--- src/core/ets_map.svh ---
// Timing counts and time base encodings for the elapsed-time stopwatch.
`ifndef ETS_MAP_SVH
`define ETS_MAP_SVH
`define ETS_CLK_PERIOD_PS    4000
`define ETS_TICK_TIME_MS     10
`define ETS_TICK_CYCLES      ((`ETS_TICK_TIME_MS * 1000000) / (`ETS_CLK_PERIOD_PS / 1000))
`define ETS_TICKS_PER_SEC    100
`define ETS_TICKS_PER_MIN    6000
`define ETS_TICKS_PER_HOUR   360000
`define ETS_BASE_HUNDREDTHS  2'h0
`define ETS_BASE_SECONDS     2'h1
`define ETS_BASE_MINUTES     2'h2
`define ETS_BASE_HOURS       2'h3
`endif

--- src/core/ets_pkg.sv ---
// Types shared by the elapsed-time stopwatch.
package ets_pkg;
    typedef enum logic [1:0] {
        ETS_HUNDREDTHS = 2'b00,
        ETS_SECONDS    = 2'b01,
        ETS_MINUTES    = 2'b10,
        ETS_HOURS      = 2'b11
    } ets_base_t;
endpackage

--- src/core/ets_stopwatch.sv ---
// Elapsed-time stopwatch with lap hold, clear and selectable time base.
`timescale 1ns/100ps
`include "ets_map.svh"
// Behaviour
// - Run gate rising edge zeroes elapsed count, then counting starts.
// - Run gate falling edge stops counting and holds the elapsed count.
// - While run gate is high the count rises every ten millisecond tick.
// - Split-hold rising edge captures lap time and shows it on output.
// - Split-hold falling edge returns output to current elapsed count.
// - Run high, split high: count keeps advancing, output shows lap.
// - Run low, split high: output shows the held lap value.
// - Run low, split low: output shows the last frozen elapsed count.
// - Clear held high zeroes both elapsed count and lap value.
// - Time base selects hours, minutes, seconds or hundredths.
// - Finest resolution is ten milliseconds per count.
module ets_stopwatch #(
    parameter int TICK_CYCLES = `ETS_TICK_CYCLES,
    parameter int WIDTH       = 32
) (
    // Clock and reset
    input  wire logic             CLOCK_IN,
    input  wire logic             RST_N_IN,
    // Control from other logic
    input  wire logic             RUN_IN,
    input  wire logic             SPLIT_IN,
    input  wire logic             CLEAR_IN,
    input  wire ets_pkg::ets_base_t BASE_IN,
    // Value
    output logic [WIDTH-1:0]      ELAPSED_VALUE_OUT
);
    import ets_pkg::*;

    logic [31:0]      div_reg;
    logic             tick_reg;
    logic             run_q_reg;
    logic             split_q_reg;
    logic [WIDTH-1:0] elapsed_reg;
    logic [WIDTH-1:0] lap_reg;
    logic             show_lap_reg;
    logic             run_rise;
    logic             run_fall;
    logic             split_rise;
    logic             split_fall;
    logic [WIDTH-1:0] shown;
    logic [31:0]      gap_reg;

    function automatic logic [WIDTH-1:0] scale(input logic [WIDTH-1:0] t,
                                               input ets_base_t b);
        case (b)
            ETS_HUNDREDTHS: scale = t;
            ETS_SECONDS:    scale = t / WIDTH'(`ETS_TICKS_PER_SEC);
            ETS_MINUTES:    scale = t / WIDTH'(`ETS_TICKS_PER_MIN);
            ETS_HOURS:      scale = t / WIDTH'(`ETS_TICKS_PER_HOUR);
            default:        scale = t;
        endcase
    endfunction

    // ==========================================================
    // Edge detection.
    assign run_rise   = RUN_IN & ~run_q_reg;
    assign run_fall   = ~RUN_IN & run_q_reg;
    assign split_rise = SPLIT_IN & ~split_q_reg;
    assign split_fall = ~SPLIT_IN & split_q_reg;

    always_ff @(posedge CLOCK_IN or negedge RST_N_IN) begin
        if (!RST_N_IN) begin
            run_q_reg   <= 1'b0;
            split_q_reg <= 1'b0;
        end else begin
            run_q_reg   <= RUN_IN;
            split_q_reg <= SPLIT_IN;
        end
    end

    // ==========================================================
    // Ten millisecond tick divider.
    always_ff @(posedge CLOCK_IN or negedge RST_N_IN) begin
        if (!RST_N_IN) begin
            div_reg  <= 32'h0;
            tick_reg <= 1'b0;
        end else if (run_rise || !RUN_IN) begin
            div_reg  <= 32'h0;
            tick_reg <= 1'b0;
        end else if (div_reg == 32'(TICK_CYCLES - 1)) begin
            div_reg  <= 32'h0;
            tick_reg <= 1'b1;
        end else begin
            div_reg  <= div_reg + 32'h1;
            tick_reg <= 1'b0;
        end
    end

    // ==========================================================
    // Elapsed count.
    always_ff @(posedge CLOCK_IN or negedge RST_N_IN) begin
        if (!RST_N_IN) begin
            elapsed_reg <= '0;
        end else if (CLEAR_IN) begin
            elapsed_reg <= '0;
        end else if (run_rise) begin
            elapsed_reg <= '0;
        end else if (RUN_IN && tick_reg) begin
            elapsed_reg <= elapsed_reg + WIDTH'(1);
        end
    end
    // Counting stops when the run gate is low, holding the count.

    // ==========================================================
    // Lap capture and output selection.
    always_ff @(posedge CLOCK_IN or negedge RST_N_IN) begin
        if (!RST_N_IN) begin
            lap_reg      <= '0;
            show_lap_reg <= 1'b0;
        end else begin
            if (CLEAR_IN) begin
                lap_reg <= '0;
            end else if (split_rise) begin
                lap_reg <= elapsed_reg;
            end
            if (split_rise) begin
                show_lap_reg <= 1'b1;
            end else if (split_fall) begin
                show_lap_reg <= 1'b0;
            end
        end
    end

    assign shown = show_lap_reg ? lap_reg : elapsed_reg;

    always_ff @(posedge CLOCK_IN or negedge RST_N_IN) begin
        if (!RST_N_IN) begin
            ELAPSED_VALUE_OUT <= '0;
        end else begin
            ELAPSED_VALUE_OUT <= scale(shown, BASE_IN);
        end
    end

    // ==========================================================
    // Cycles since the last tick, kept apart from the divider.
    always_ff @(posedge CLOCK_IN or negedge RST_N_IN) begin
        if (!RST_N_IN) begin
            gap_reg <= '1;
        end else if (run_rise || !RUN_IN) begin
            gap_reg <= '1;
        end else if (tick_reg) begin
            gap_reg <= 32'h0;
        end else begin
            gap_reg <= gap_reg + 32'h1;
        end
    end

    // ==========================================================
    // Assertions.
    a_run_rise_zero: assert property (@(posedge CLOCK_IN) disable iff (!RST_N_IN)
        run_rise |=> elapsed_reg == '0)
        else $error("Elapsed count not zeroed on run start.");
    a_run_low_hold: assert property (@(posedge CLOCK_IN) disable iff (!RST_N_IN)
        (!RUN_IN && !run_rise && !CLEAR_IN) |=> $stable(elapsed_reg))
        else $error("Elapsed count moved while run gate low.");
    a_tick_count: assert property (@(posedge CLOCK_IN) disable iff (!RST_N_IN)
        (RUN_IN && tick_reg && !CLEAR_IN && !run_rise) |=>
            elapsed_reg == $past(elapsed_reg) + WIDTH'(1))
        else $error("Elapsed count did not advance on tick.");
    a_lap_capture: assert property (@(posedge CLOCK_IN) disable iff (!RST_N_IN)
        (split_rise && !CLEAR_IN) |=> lap_reg == $past(elapsed_reg) && show_lap_reg)
        else $error("Lap not captured on split rise.");
    a_split_release: assert property (@(posedge CLOCK_IN) disable iff (!RST_N_IN)
        split_fall |=> !show_lap_reg ##1 ELAPSED_VALUE_OUT == scale($past(elapsed_reg), $past(BASE_IN)))
        else $error("Output did not return to elapsed count.");
    a_lap_shown: assert property (@(posedge CLOCK_IN) disable iff (!RST_N_IN)
        show_lap_reg |=> ELAPSED_VALUE_OUT == scale($past(lap_reg), $past(BASE_IN)))
        else $error("Output does not show lap value.");
    a_elapsed_shown: assert property (@(posedge CLOCK_IN) disable iff (!RST_N_IN)
        !show_lap_reg |=> ELAPSED_VALUE_OUT == scale($past(elapsed_reg), $past(BASE_IN)))
        else $error("Output does not show elapsed count.");
    a_clear_zero: assert property (@(posedge CLOCK_IN) disable iff (!RST_N_IN)
        CLEAR_IN |=> elapsed_reg == '0 && lap_reg == '0)
        else $error("Clear did not zero the counts.");
    a_tick_period: assert property (@(posedge CLOCK_IN) disable iff (!RST_N_IN)
        tick_reg |=> !tick_reg)
        else $error("Tick pulse longer than one cycle.");
    a_tick_spacing: assert property (@(posedge CLOCK_IN) disable iff (!RST_N_IN)
        tick_reg |-> gap_reg == 32'(TICK_CYCLES - 1))
        else $error("Tick came at the wrong spacing.");
    a_tick_due: assert property (@(posedge CLOCK_IN) disable iff (!RST_N_IN)
        (RUN_IN && !run_rise && gap_reg == 32'(TICK_CYCLES - 1)) |-> tick_reg)
        else $error("Tick missing when due.");
    a_run_fall_hold: assert property (@(posedge CLOCK_IN) disable iff (!RST_N_IN)
        (run_fall && !CLEAR_IN) |=> $stable(elapsed_reg))
        else $error("Elapsed count moved on run stop.");
    a_run_rise_div: assert property (@(posedge CLOCK_IN) disable iff (!RST_N_IN)
        run_rise |=> div_reg == 32'h0 && !tick_reg)
        else $error("Divider not restarted on run start.");
    a_lap_stable: assert property (@(posedge CLOCK_IN) disable iff (!RST_N_IN)
        (!CLEAR_IN && !split_rise) |=> $stable(lap_reg))
        else $error("Lap value changed without capture.");
    a_lap_stopped: assert property (@(posedge CLOCK_IN) disable iff (!RST_N_IN)
        (show_lap_reg && !RUN_IN) |=> ELAPSED_VALUE_OUT == scale($past(lap_reg), $past(BASE_IN)))
        else $error("Lap not shown while stopped.");
    a_edge_run: assert property (@(posedge CLOCK_IN) disable iff (!RST_N_IN)
        $rose(RUN_IN) |-> run_rise)
        else $error("Run gate edge missed.");
    a_edge_split: assert property (@(posedge CLOCK_IN) disable iff (!RST_N_IN)
        $rose(SPLIT_IN) |-> split_rise)
        else $error("Split-hold edge missed.");
    a_clear_out: assert property (@(posedge CLOCK_IN) disable iff (!RST_N_IN)
        (CLEAR_IN ##1 CLEAR_IN) |=> ELAPSED_VALUE_OUT == '0)
        else $error("Output not zero under clear.");
    a_base_hundredths: assert property (@(posedge CLOCK_IN) disable iff (!RST_N_IN)
        (BASE_IN == ETS_HUNDREDTHS && !show_lap_reg) |=> ELAPSED_VALUE_OUT == $past(elapsed_reg))
        else $error("Hundredths output wrong.");
    a_base_seconds: assert property (@(posedge CLOCK_IN) disable iff (!RST_N_IN)
        (BASE_IN == ETS_SECONDS && !show_lap_reg) |=>
            ELAPSED_VALUE_OUT == $past(elapsed_reg) / WIDTH'(`ETS_TICKS_PER_SEC))
        else $error("Seconds output wrong.");
    a_base_minutes: assert property (@(posedge CLOCK_IN) disable iff (!RST_N_IN)
        (BASE_IN == ETS_MINUTES && !show_lap_reg) |=>
            ELAPSED_VALUE_OUT == $past(elapsed_reg) / WIDTH'(`ETS_TICKS_PER_MIN))
        else $error("Minutes output wrong.");

    c_run_tick: cover property (@(posedge CLOCK_IN) disable iff (!RST_N_IN)
        RUN_IN && tick_reg);
    c_lap_while_run: cover property (@(posedge CLOCK_IN) disable iff (!RST_N_IN)
        RUN_IN && split_rise);
    c_clear: cover property (@(posedge CLOCK_IN) disable iff (!RST_N_IN)
        CLEAR_IN && elapsed_reg != '0);
    c_split_release: cover property (@(posedge CLOCK_IN) disable iff (!RST_N_IN)
        RUN_IN && split_fall);
    c_run_stop: cover property (@(posedge CLOCK_IN) disable iff (!RST_N_IN)
        run_fall && elapsed_reg != '0);
endmodule

--- config.mk ---
export PLATFORM = sky130hd
export DESIGN_NAME = ets_stopwatch
export DESIGN_NICKNAME = d
export VERILOG_FILES = /design/src/core/ets_pkg.sv /design/src/core/ets_stopwatch.sv
export VERILOG_INCLUDE_DIRS = /design/src /design/src/core
export SDC_FILE = /design/constraint.sdc
export NUM_CORES = 1
export LEC_CHECK = 0
export ABC_CLOCK_PERIOD_IN_PS = 85300
export BUFFER_PORTS_ARGS = -buffer_cell sky130_fd_sc_hd__buf_4
export CAP_MARGIN = 5
export CORE_MARGIN = 3
export CORE_UTILIZATION = 67
export CTS_CLUSTER_SIZE = 12
export DETAILED_ROUTE_END_ITERATION = 8
export GPL_ROUTABILITY_DRIVEN = 0
export PLACE_DENSITY = 0.8
export SYNTH_ARGS = -nofsm -noshare
export SYNTH_HDL_FRONTEND = slang
export SYNTH_SLANG_ARGS = --single-unit
--- constraint.sdc ---
create_clock -name CLOCK_IN -period 85.3 [get_ports CLOCK_IN]
set_input_delay 17.06 -clock CLOCK_IN [delete_from_list [all_inputs] [get_ports CLOCK_IN]]
set_output_delay 17.06 -clock CLOCK_IN [all_outputs]
set_load 0.02 [all_outputs]
Word level (Yosys, flattened, before mapping). Cells that the tools add are included.

Add/subtract/negate cells: 2. Reduce and logical (&&, ||, !) cells: 7. Bitwise operators: 6. Div/mod/pow operators: 3. Muxes and demuxes: 13. Eq/ne operators: 4.

Operators by type and width (number): 2-to-1 mux 32 bit (8); case mux 32 bit (4 select lines) (1); adder 32 x 1 -> 32 bit, second input constant (2); divider 32 x 13 -> 32 bit, second input constant (1); divider 32 x 19 -> 32 bit, second input constant (1); divider 32 x 7 -> 32 bit, second input constant (1); equality test 32 x 22 -> 1 bit, second input constant (1); equality test 2 bit, second input constant (2); 2-to-1 mux 1 bit (4); nonzero test 2 bit (2); bitwise AND 1 bit (3); NOT 1 bit (3); nonzero test 3 bit (1); equality test 2 x 1 -> 1 bit, second input constant (1); logical NOT 2 bit (1); logical AND 1 bit (1); logical NOT 1 bit (1); logical OR 1 bit (1).

Flip-flop bits (word level): 132. Logic and storage cells: 43. Output and inout port bits: 32. Input port bits: 7.

Logic depth before layout (Yosys ltp). Gate-level depths: netlist of the first run.

Word-level depth: 4. Gate-level depth with buffers: 341. Mapped depth without buffers: 299.

Worst setup path after synthesis of the first run. Ideal clock, no wire load.

Path type: input to register. From: input BASE_IN[1]. To: register ELAPSED_VALUE_OUT[0]. Data required time: 85.213 ns. Library setup time: 0.087 ns. Buffers on the path: 37. Stages: 300. Setup slack: 8.009 ns. Data arrival time: 77.204 ns. Path through: buf_6 > buf_6 > nand2b_1 > ha_1 > o21a_2 > o21ai_0 > nor2_1 > mux2i_1 > ha_1 > inv_1 > a31oi_2 > o221ai_1 > o21ai_2 > mux2_2 > ha_1 > and3_2 > o2111ai_1 > nand4_4 > [264 not listed] > or4b_2 > a21o_1 > a41oi_4 > o21bai_2 > a311o_1 > a211o_2 > buf_4 > clkbuf_1 > nor2_1 > a21oi_1 > ha_1 > and4_1 > or2b_1 > a2111oi_0 > a21oi_1 > a41oi_1 > o21ai_1 > a22oi_1.

RTL lines: from (decl) (RTL line ets_stopwatch.sv:27) `input wire ets_pkg::ets_base_t BASE_IN,`; to (signal assigned) (RTL line ets_stopwatch.sv:134) `ELAPSED_VALUE_OUT <= scale(shown, BASE_IN);`; to (decl) (RTL line ets_stopwatch.sv:29) `output logic [WIDTH-1:0] ELAPSED_VALUE_OUT`.

==> results.cfg, run 1 <==
[status]
status = completed

[logic_synthesis]
ys_ff_latch = 132
synth_top_area_share_pct = 11.12
synth_edf_count = 0
synth_cells = 3965
synth_area_um2 = 29700
synth_nets = 4231
synthMuxAreaShare_pct = 6.707
yosys.area_share.adder_pct = 10.91
ys_types = 165
synth_top_family_by_area = compound AO/OA/AOI/OAI gates
synth_area_per_cell_um2 = 7.490
synth_area_leader_cell = dfrtp_1
synth-xor-area-share_pct = 9.905
synth_compound_area_share_pct = 29.63
yosys.area_share.simple_pct = 27.00
async_reset_ff_share_pct = 100.0
yosys_warnings = 0
ys_seq_area_share_pct = 11.12
ys.flop_type = dfrtp_1
synth_area_leaders = dfrtp_1, ha_1, xnor2_1

[clock_network]
clk_path_buf_depth = 2
clockRootBuffer = clkbuf_16
clkLatencyLatePin_ns = 0.45
cts_tree = done
clkSinkCount = 132
cts_made_buffers = 17
htreeDepth = 4
path_clk_slew_ns = 0.07
hold_buffers = 0

[global_route]
grt_max_degree = 69
grt_overflow = 0
grt_pass1_wl_mm = 140.0
track_usage_pct = 34.95
grt_pass1_vias = 28300
antenna_found_initial = 0

[die]
start_util_pct = 68.34
coreArea_um2 = 43460
die_y_um = 216.5
dieArea_um2 = 46890
rows = 76
die_x_um = 216.5
ios = 39

[worst_setup_path]
crit_path_start_kind = input pin
cp_slowest_stage_delay_ns = 0.74
cp-end-kind = flip-flop
path_buf_inv = 17
critPathMaxFanout = 27
required_ns = 85.67
critPathSlowestCell = a311oi_1
critPathArrivalTime_ns = 81.43
cpLargestDelayFamily = compound AO/OA/AOI/OAI gates
worst_path_most_repeated_cell = ha_1
path_class = input pin to flip-flop

[placement]
placed_cell_area_um2 = 30080
dp_hpwl_mm = 65.23
io_buffer_count = 38

[finish]
diodes = 0
finalNetCount = 4203
post-route-util_pct = 71.38
area_growth_pct = 4.445
drive_gt1_share_pct = 11.92
num-fill-cells = 3700
fin_area_um2 = 31020

[power]
peakVddDrop_uv = 16.40
p_per_area_nw_per_um2 = 6.138
finalPower_uw = 190.4
power_leakage_nw = 14.18

[min_path]
hold_class = flip-flop to flip-flop

[sta]
relSlewSlack_pct = 20.84
timing.final.crit_share_pct = 95.03
tightestPinTransition_ns = 1.184
report.final.slew_viol_count = 0
fin_crit_ns = 81.06
finalHoldViolCount = 0
skew_ns = 0.01507
final-setup-viol-count = 0
max_freq_mhz = 12.34
timing.hold.ws_ns = 0.4910

[drt]
viasPerCell = 6.764
route.vias.total = 30670
wl_per_cell_um = 18.91
routed_wl_mm = 85.76
drt_first_pass_iters = 8
drc = 0
detail-route-antenna-nets = 0
drt-initial-drc-count = 3039

[run]
cap_viol_max_count = 0
-- cells in the final DEF (no fill, tap or decap), types with 25 or more instances in the layout --
master / instances
a211oi_1: 48
a21o_1: 94
a21oi_1: 322
a31oi_1: 49
and2_1: 38
and3_1: 51
buf_4: 73
dfrtp_1: 131
ha_1: 258
inv_1: 144
mux2_2: 57
mux2i_1: 106
nand2_1: 327
nand2b_1: 41
nand3_1: 144
nand4_1: 48
nor2_1: 447
nor2b_1: 51
nor3_1: 98
nor4_1: 28
o211ai_1: 30
o21a_1: 33
o21ai_0: 165
o21ai_1: 29
o21bai_1: 25
o31ai_1: 31
or2_2: 36
or3_1: 53
xnor2_1: 205
xor2_1: 129
-- per-stage QoR --
| step | TNS (ns) | setup slack [ns] | instances |
|---|---|---|---|
| global route | -0.2187 | -0.2187 | 4535 |
| floorplan | 0 | 8.009 | 3965 |
| CTS | 0 | 0.7381 | 4521 |
| global placement | 0 | 2.215 | 4489 |
| detailed placement | 0 | 0.6388 | 4489 |
| finish | 0 | 4.240 | 4535 |
-- power breakdown --
group          switching [mW]  total (mW)  internal, mW  leakage, nW
clock network          0.0355      0.0750        0.0395        0.276
logic                  0.0333      0.0514        0.0181         12.1
registers            0.000802      0.0640        0.0632         1.82
-- synthesized netlist by cell type (all sizes together), types with 14 or more instances --
cell and count:
and2 49, o31ai 38, buf 61, a21oi 331, nand2 338, o31a 15, nor3 109, a211o 27
xnor2 205, a311oi 19, xor2 130, a21boi 23, nor3b 16, o211ai 32, o21a 41, nand3 148
a2111oi 29, nor2b 51, clkbuf 60, o211a 17, or4 24, and4 14, mux2 67, o21bai 26
nor4 35, and3 64, dfrtp 132, o21ai 210, a31oi 54, or2 49, o2111ai 21, mux2i 119
ha 259, nor2 459, a21o 109, inv 146, or3 58, nand4 50, a211oi 62, nand2b 44
-- worst reg2reg max path: cells and delay by family, from the launching register on --
kind                       cells  cell delay, ns
AOI/OAI and AO/OA            108           26.48
xor gates and xnor gates       9            1.38
adders and majority gates     26            9.12
buffers and inverters         15            2.42
DFF                            1            0.67
muxes                         18            6.15
and+or+nand+nor               86           18.63
-- layout make-up --
| class | count | area, um^2 | share of cell area (%) |
|---|---|---|---|
| multi-input cells | 3565 | 25280 | 81.49 |
| repair buffers | 75 | 570.5 | 1.839 |
| well taps | 585 | 732.0 | 2.360 |
| clock buffers | 18 | 439.2 | 1.416 |
| flip-flops and latches | 132 | 3304 | 10.65 |
| clock inverters | 14 | 138.9 | 0.4477 |
| inverters | 146 | 555.5 | 1.791 |
-- layer usage --
metal | track usage [%] | up-vias | wire length (um)
met5 | 0 | - | 0
met4 | 12.61 | 0 | 2896
met3 | 4.262 | 221 | 6284
met2 | 56.53 | 1361 | 38320
met1 | 47.98 | 14240 | 38260
li1 | - | 14850 | -
-- cell families after synthesis --
group,Yosys count
AND/OR/NAND/NOR,1562
flip-flops,132
AO/OA/AOI/OAI,1221
multiplexers,186
adder cells (fa/ha/maj),259
XOR/XNOR,335
buffers and inverters,270
-- what timing repair did --
| action | 4_1_cts | 5_1_grt |
|---|---|---|
| gates resized for setup | 0 | 58 |
| setup endpoints to repair | 0 | 3 |
| setup buffers | 0 | 12 |
-- final timing paths --
| kind | start | cells past startpoint | end | slack, ns |
|---|---|---|---|---|
| max in group asynchronous | RST_N_IN | 2 | show_lap_reg | 67.31 |
| setup reg to reg | show_lap_reg | 262 | ELAPSED_VALUE_OUT[0] | 20.42 |
| setup / recovery | BASE_IN[1] | 264 | ELAPSED_VALUE_OUT[0] | 4.24 |
| hold / removal | div_reg[0] | 1 | div_reg[0] | 0.49 |
| hold reg to reg | div_reg[0] | 1 | div_reg[0] | 0.49 |
| min in group asynchronous | RST_N_IN | 1 | div_reg[25] | 16.62 |
Power figures use the tool's default switching activity.
==> run 2, diff against run 1 <==
Settings changed: ABC_CLOCK_PERIOD_IN_PS 85300 to unset, RECOVER_POWER set to 100.
==> run 2 against run 1 <==
  * The run now ends with capacitance limit, slew limit left
  * Power shrank 0.37%
  * Register-to-register slack improved by 0.05 ns
  * Global-route usage is the same
  * Sequential power about the same
  * Count of clock-buffer cells in the layout unchanged
  * First-iteration DRC count unchanged
  * Core utilization is 0.35 points lower
  * Critical endpoint unchanged
==> results.cfg, run 2 (synthesis gave the netlist of run 1 again) <==
[status]
status = finished with violations
violations = capacitance limit, slew limit

[sta]
relSlewSlack_pct = -169.8
fin_crit_ns = 81.01
skew_ns = 0.01541
final-setup-viol-count = 0
tightestPinTransition_ns = 4.047
timing.final.crit_share_pct = 94.97
max_freq_mhz = 12.34
finalHoldViolCount = 0
report.final.slew_viol_count = 271
fin_tns_setup_ns = 0

[worst_setup_path]
critPathMaxFanout = 27
cpLargestDelayFamily = compound AO/OA/AOI/OAI gates
cp_slowest_stage_delay_ns = 0.72
required_ns = 85.65
critPathArrivalTime_ns = 81.36
worst_path_most_repeated_cell = ha_1
crit_path_start_kind = input pin
critPathSlowestCell = a311oi_1
rrSetupSlack_ns = 20.47
path_buf_inv = 17
cp-end-kind = flip-flop
path_class = input pin to flip-flop

[clock_network]
clkLatencyLatePin_ns = 0.45
clkSinkCount = 132
clk_path_buf_depth = 2
cts_tree = done
cts_made_buffers = 17
htreeDepth = 4
path_clk_slew_ns = 0.07
clockRootBuffer = clkbuf_16

[drt]
route.vias.total = 30710
detail-route-antenna-nets = 0
wl_per_cell_um = 18.90
drt_first_pass_iters = 8
routed_wl_mm = 85.70
drt-initial-drc-count = 3039
drc = 0
viasPerCell = 6.771

[global_route]
track_usage_pct = 34.95
grt_overflow = 0
grt_pass1_wl_mm = 140.0
antenna_found_initial = 0
grt_pass1_vias = 28300
grt_max_degree = 69

[finish]
layout_common_cells = nor2_1, nand2_1, a21oi_1, ha_1, xnor2_1
final_common_cell = nor2_1
num-fill-cells = 3745
drive_gt1_share_pct = 10.89
finalNonFillerCells = 4535
post-route-util_pct = 71.03
diodes = 0
area_growth_pct = 3.931
finalNetCount = 4203

[run]
cap_viol_max_count = 6

[placement]
dp_hpwl_mm = 65.23
dp.cells = 4489
io_buffer_count = 38

[power]
peakVddDrop_uv = 16.39
power_leakage_nw = 14.02
p_per_area_nw_per_um2 = 6.146

[min_path]
hold_class = flip-flop to flip-flop

[die]
die_y_um = 216.5
coreArea_um2 = 43460
die_x_um = 216.5
dieArea_um2 = 46890
start_util_pct = 68.34
rows = 76
ios = 39
run 2: cell types whose count changed in the layout (fill, tap and decap cells not counted), sizes merged:
cell / before / now
buf: 75 / 36
clkbuf: 18 / 57
run 2: repair_timing:
| item | in CTS | in global routing |
|---|---|---|
| hold buffers | 0 | 0 |
| endpoints found under the setup margin | 0 | 3 |
| gates resized for setup | 0 | 58 |
| setup buffers | 0 | 12 |
run 2: stage by stage:
| step | total power, mW | hold WS (ns) | instance area, um^2 | setup slack (ns) |
|---|---|---|---|---|
| final | 0.1897 | 0.4919 | 30870 | 4.292 |
| after global placement | 0.1141 | 0.4702 | 30080 | 2.215 |
| after floorplan | 0.1026 | 0.4479 | 29700 | 8.009 |
| after global routing | 0.1974 | 0.5210 | 30870 | -0.2260 |
| after CTS | 0.1893 | 0.4877 | 30660 | 0.7381 |
| after detailed placement | 0.1144 | 0.4789 | 30080 | 0.6388 |
run 2: where the power goes:
| group | internal [mW] | switching, mW |
|---|---|---|
| Clock | 0.0395 | 0.0353 |
| Sequential | 0.0632 | 0.000779 |
| Combinational | 0.0176 | 0.0332 |
run 2: worst register-to-register path: cells and delay by family (launching register included):
family,cells,cell delay (ns)
xor gates and xnor gates,12,2.01
buffers and inverters,15,2.41
AOI/OAI and AO/OA,111,25.67
adders and majority gates,26,8.95
DFF,1,0.67
muxes,17,6.00
and+or+nand+nor,90,19.06
run 2: final cells by class:
cell class	instances	area [um^2]	area share (%)
Clock inverter	14	138.9	0.4500
Sequential cell	132	3304	10.71
Timing Repair Buffer	75	420.4	1.362
Tap cell	585	732.0	2.371
Clock buffer	18	439.2	1.423
Inverter	146	555.5	1.800
Multi-Input combinational cell	3565	25280	81.89
run 2: final timing paths:
| path | start | end | depth (start not counted) |
|---|---|---|---|
| min reg2reg | div_reg[0] | div_reg[0] | 1 |
| max | BASE_IN[1] | ELAPSED_VALUE_OUT[0] | 273 |
| max reg2reg | show_lap_reg | ELAPSED_VALUE_OUT[0] | 271 |
| min in group asynchronous | RST_N_IN | div_reg[16] | 1 |
| max in group asynchronous | RST_N_IN | show_lap_reg | 2 |
| min | div_reg[0] | div_reg[0] | 1 |
run 2: per-layer routing:
| metal | up-vias | global-route usage [%] | wire length, um |
|---|---|---|---|
| li1 | 14840 | - | - |
| met1 | 14270 | 47.98 | 38050 |
| met2 | 1379 | 56.53 | 38290 |
| met3 | 225 | 4.262 | 6388 |
| met4 | 0 | 12.61 | 2964 |
| met5 | - | 0 | 0 |
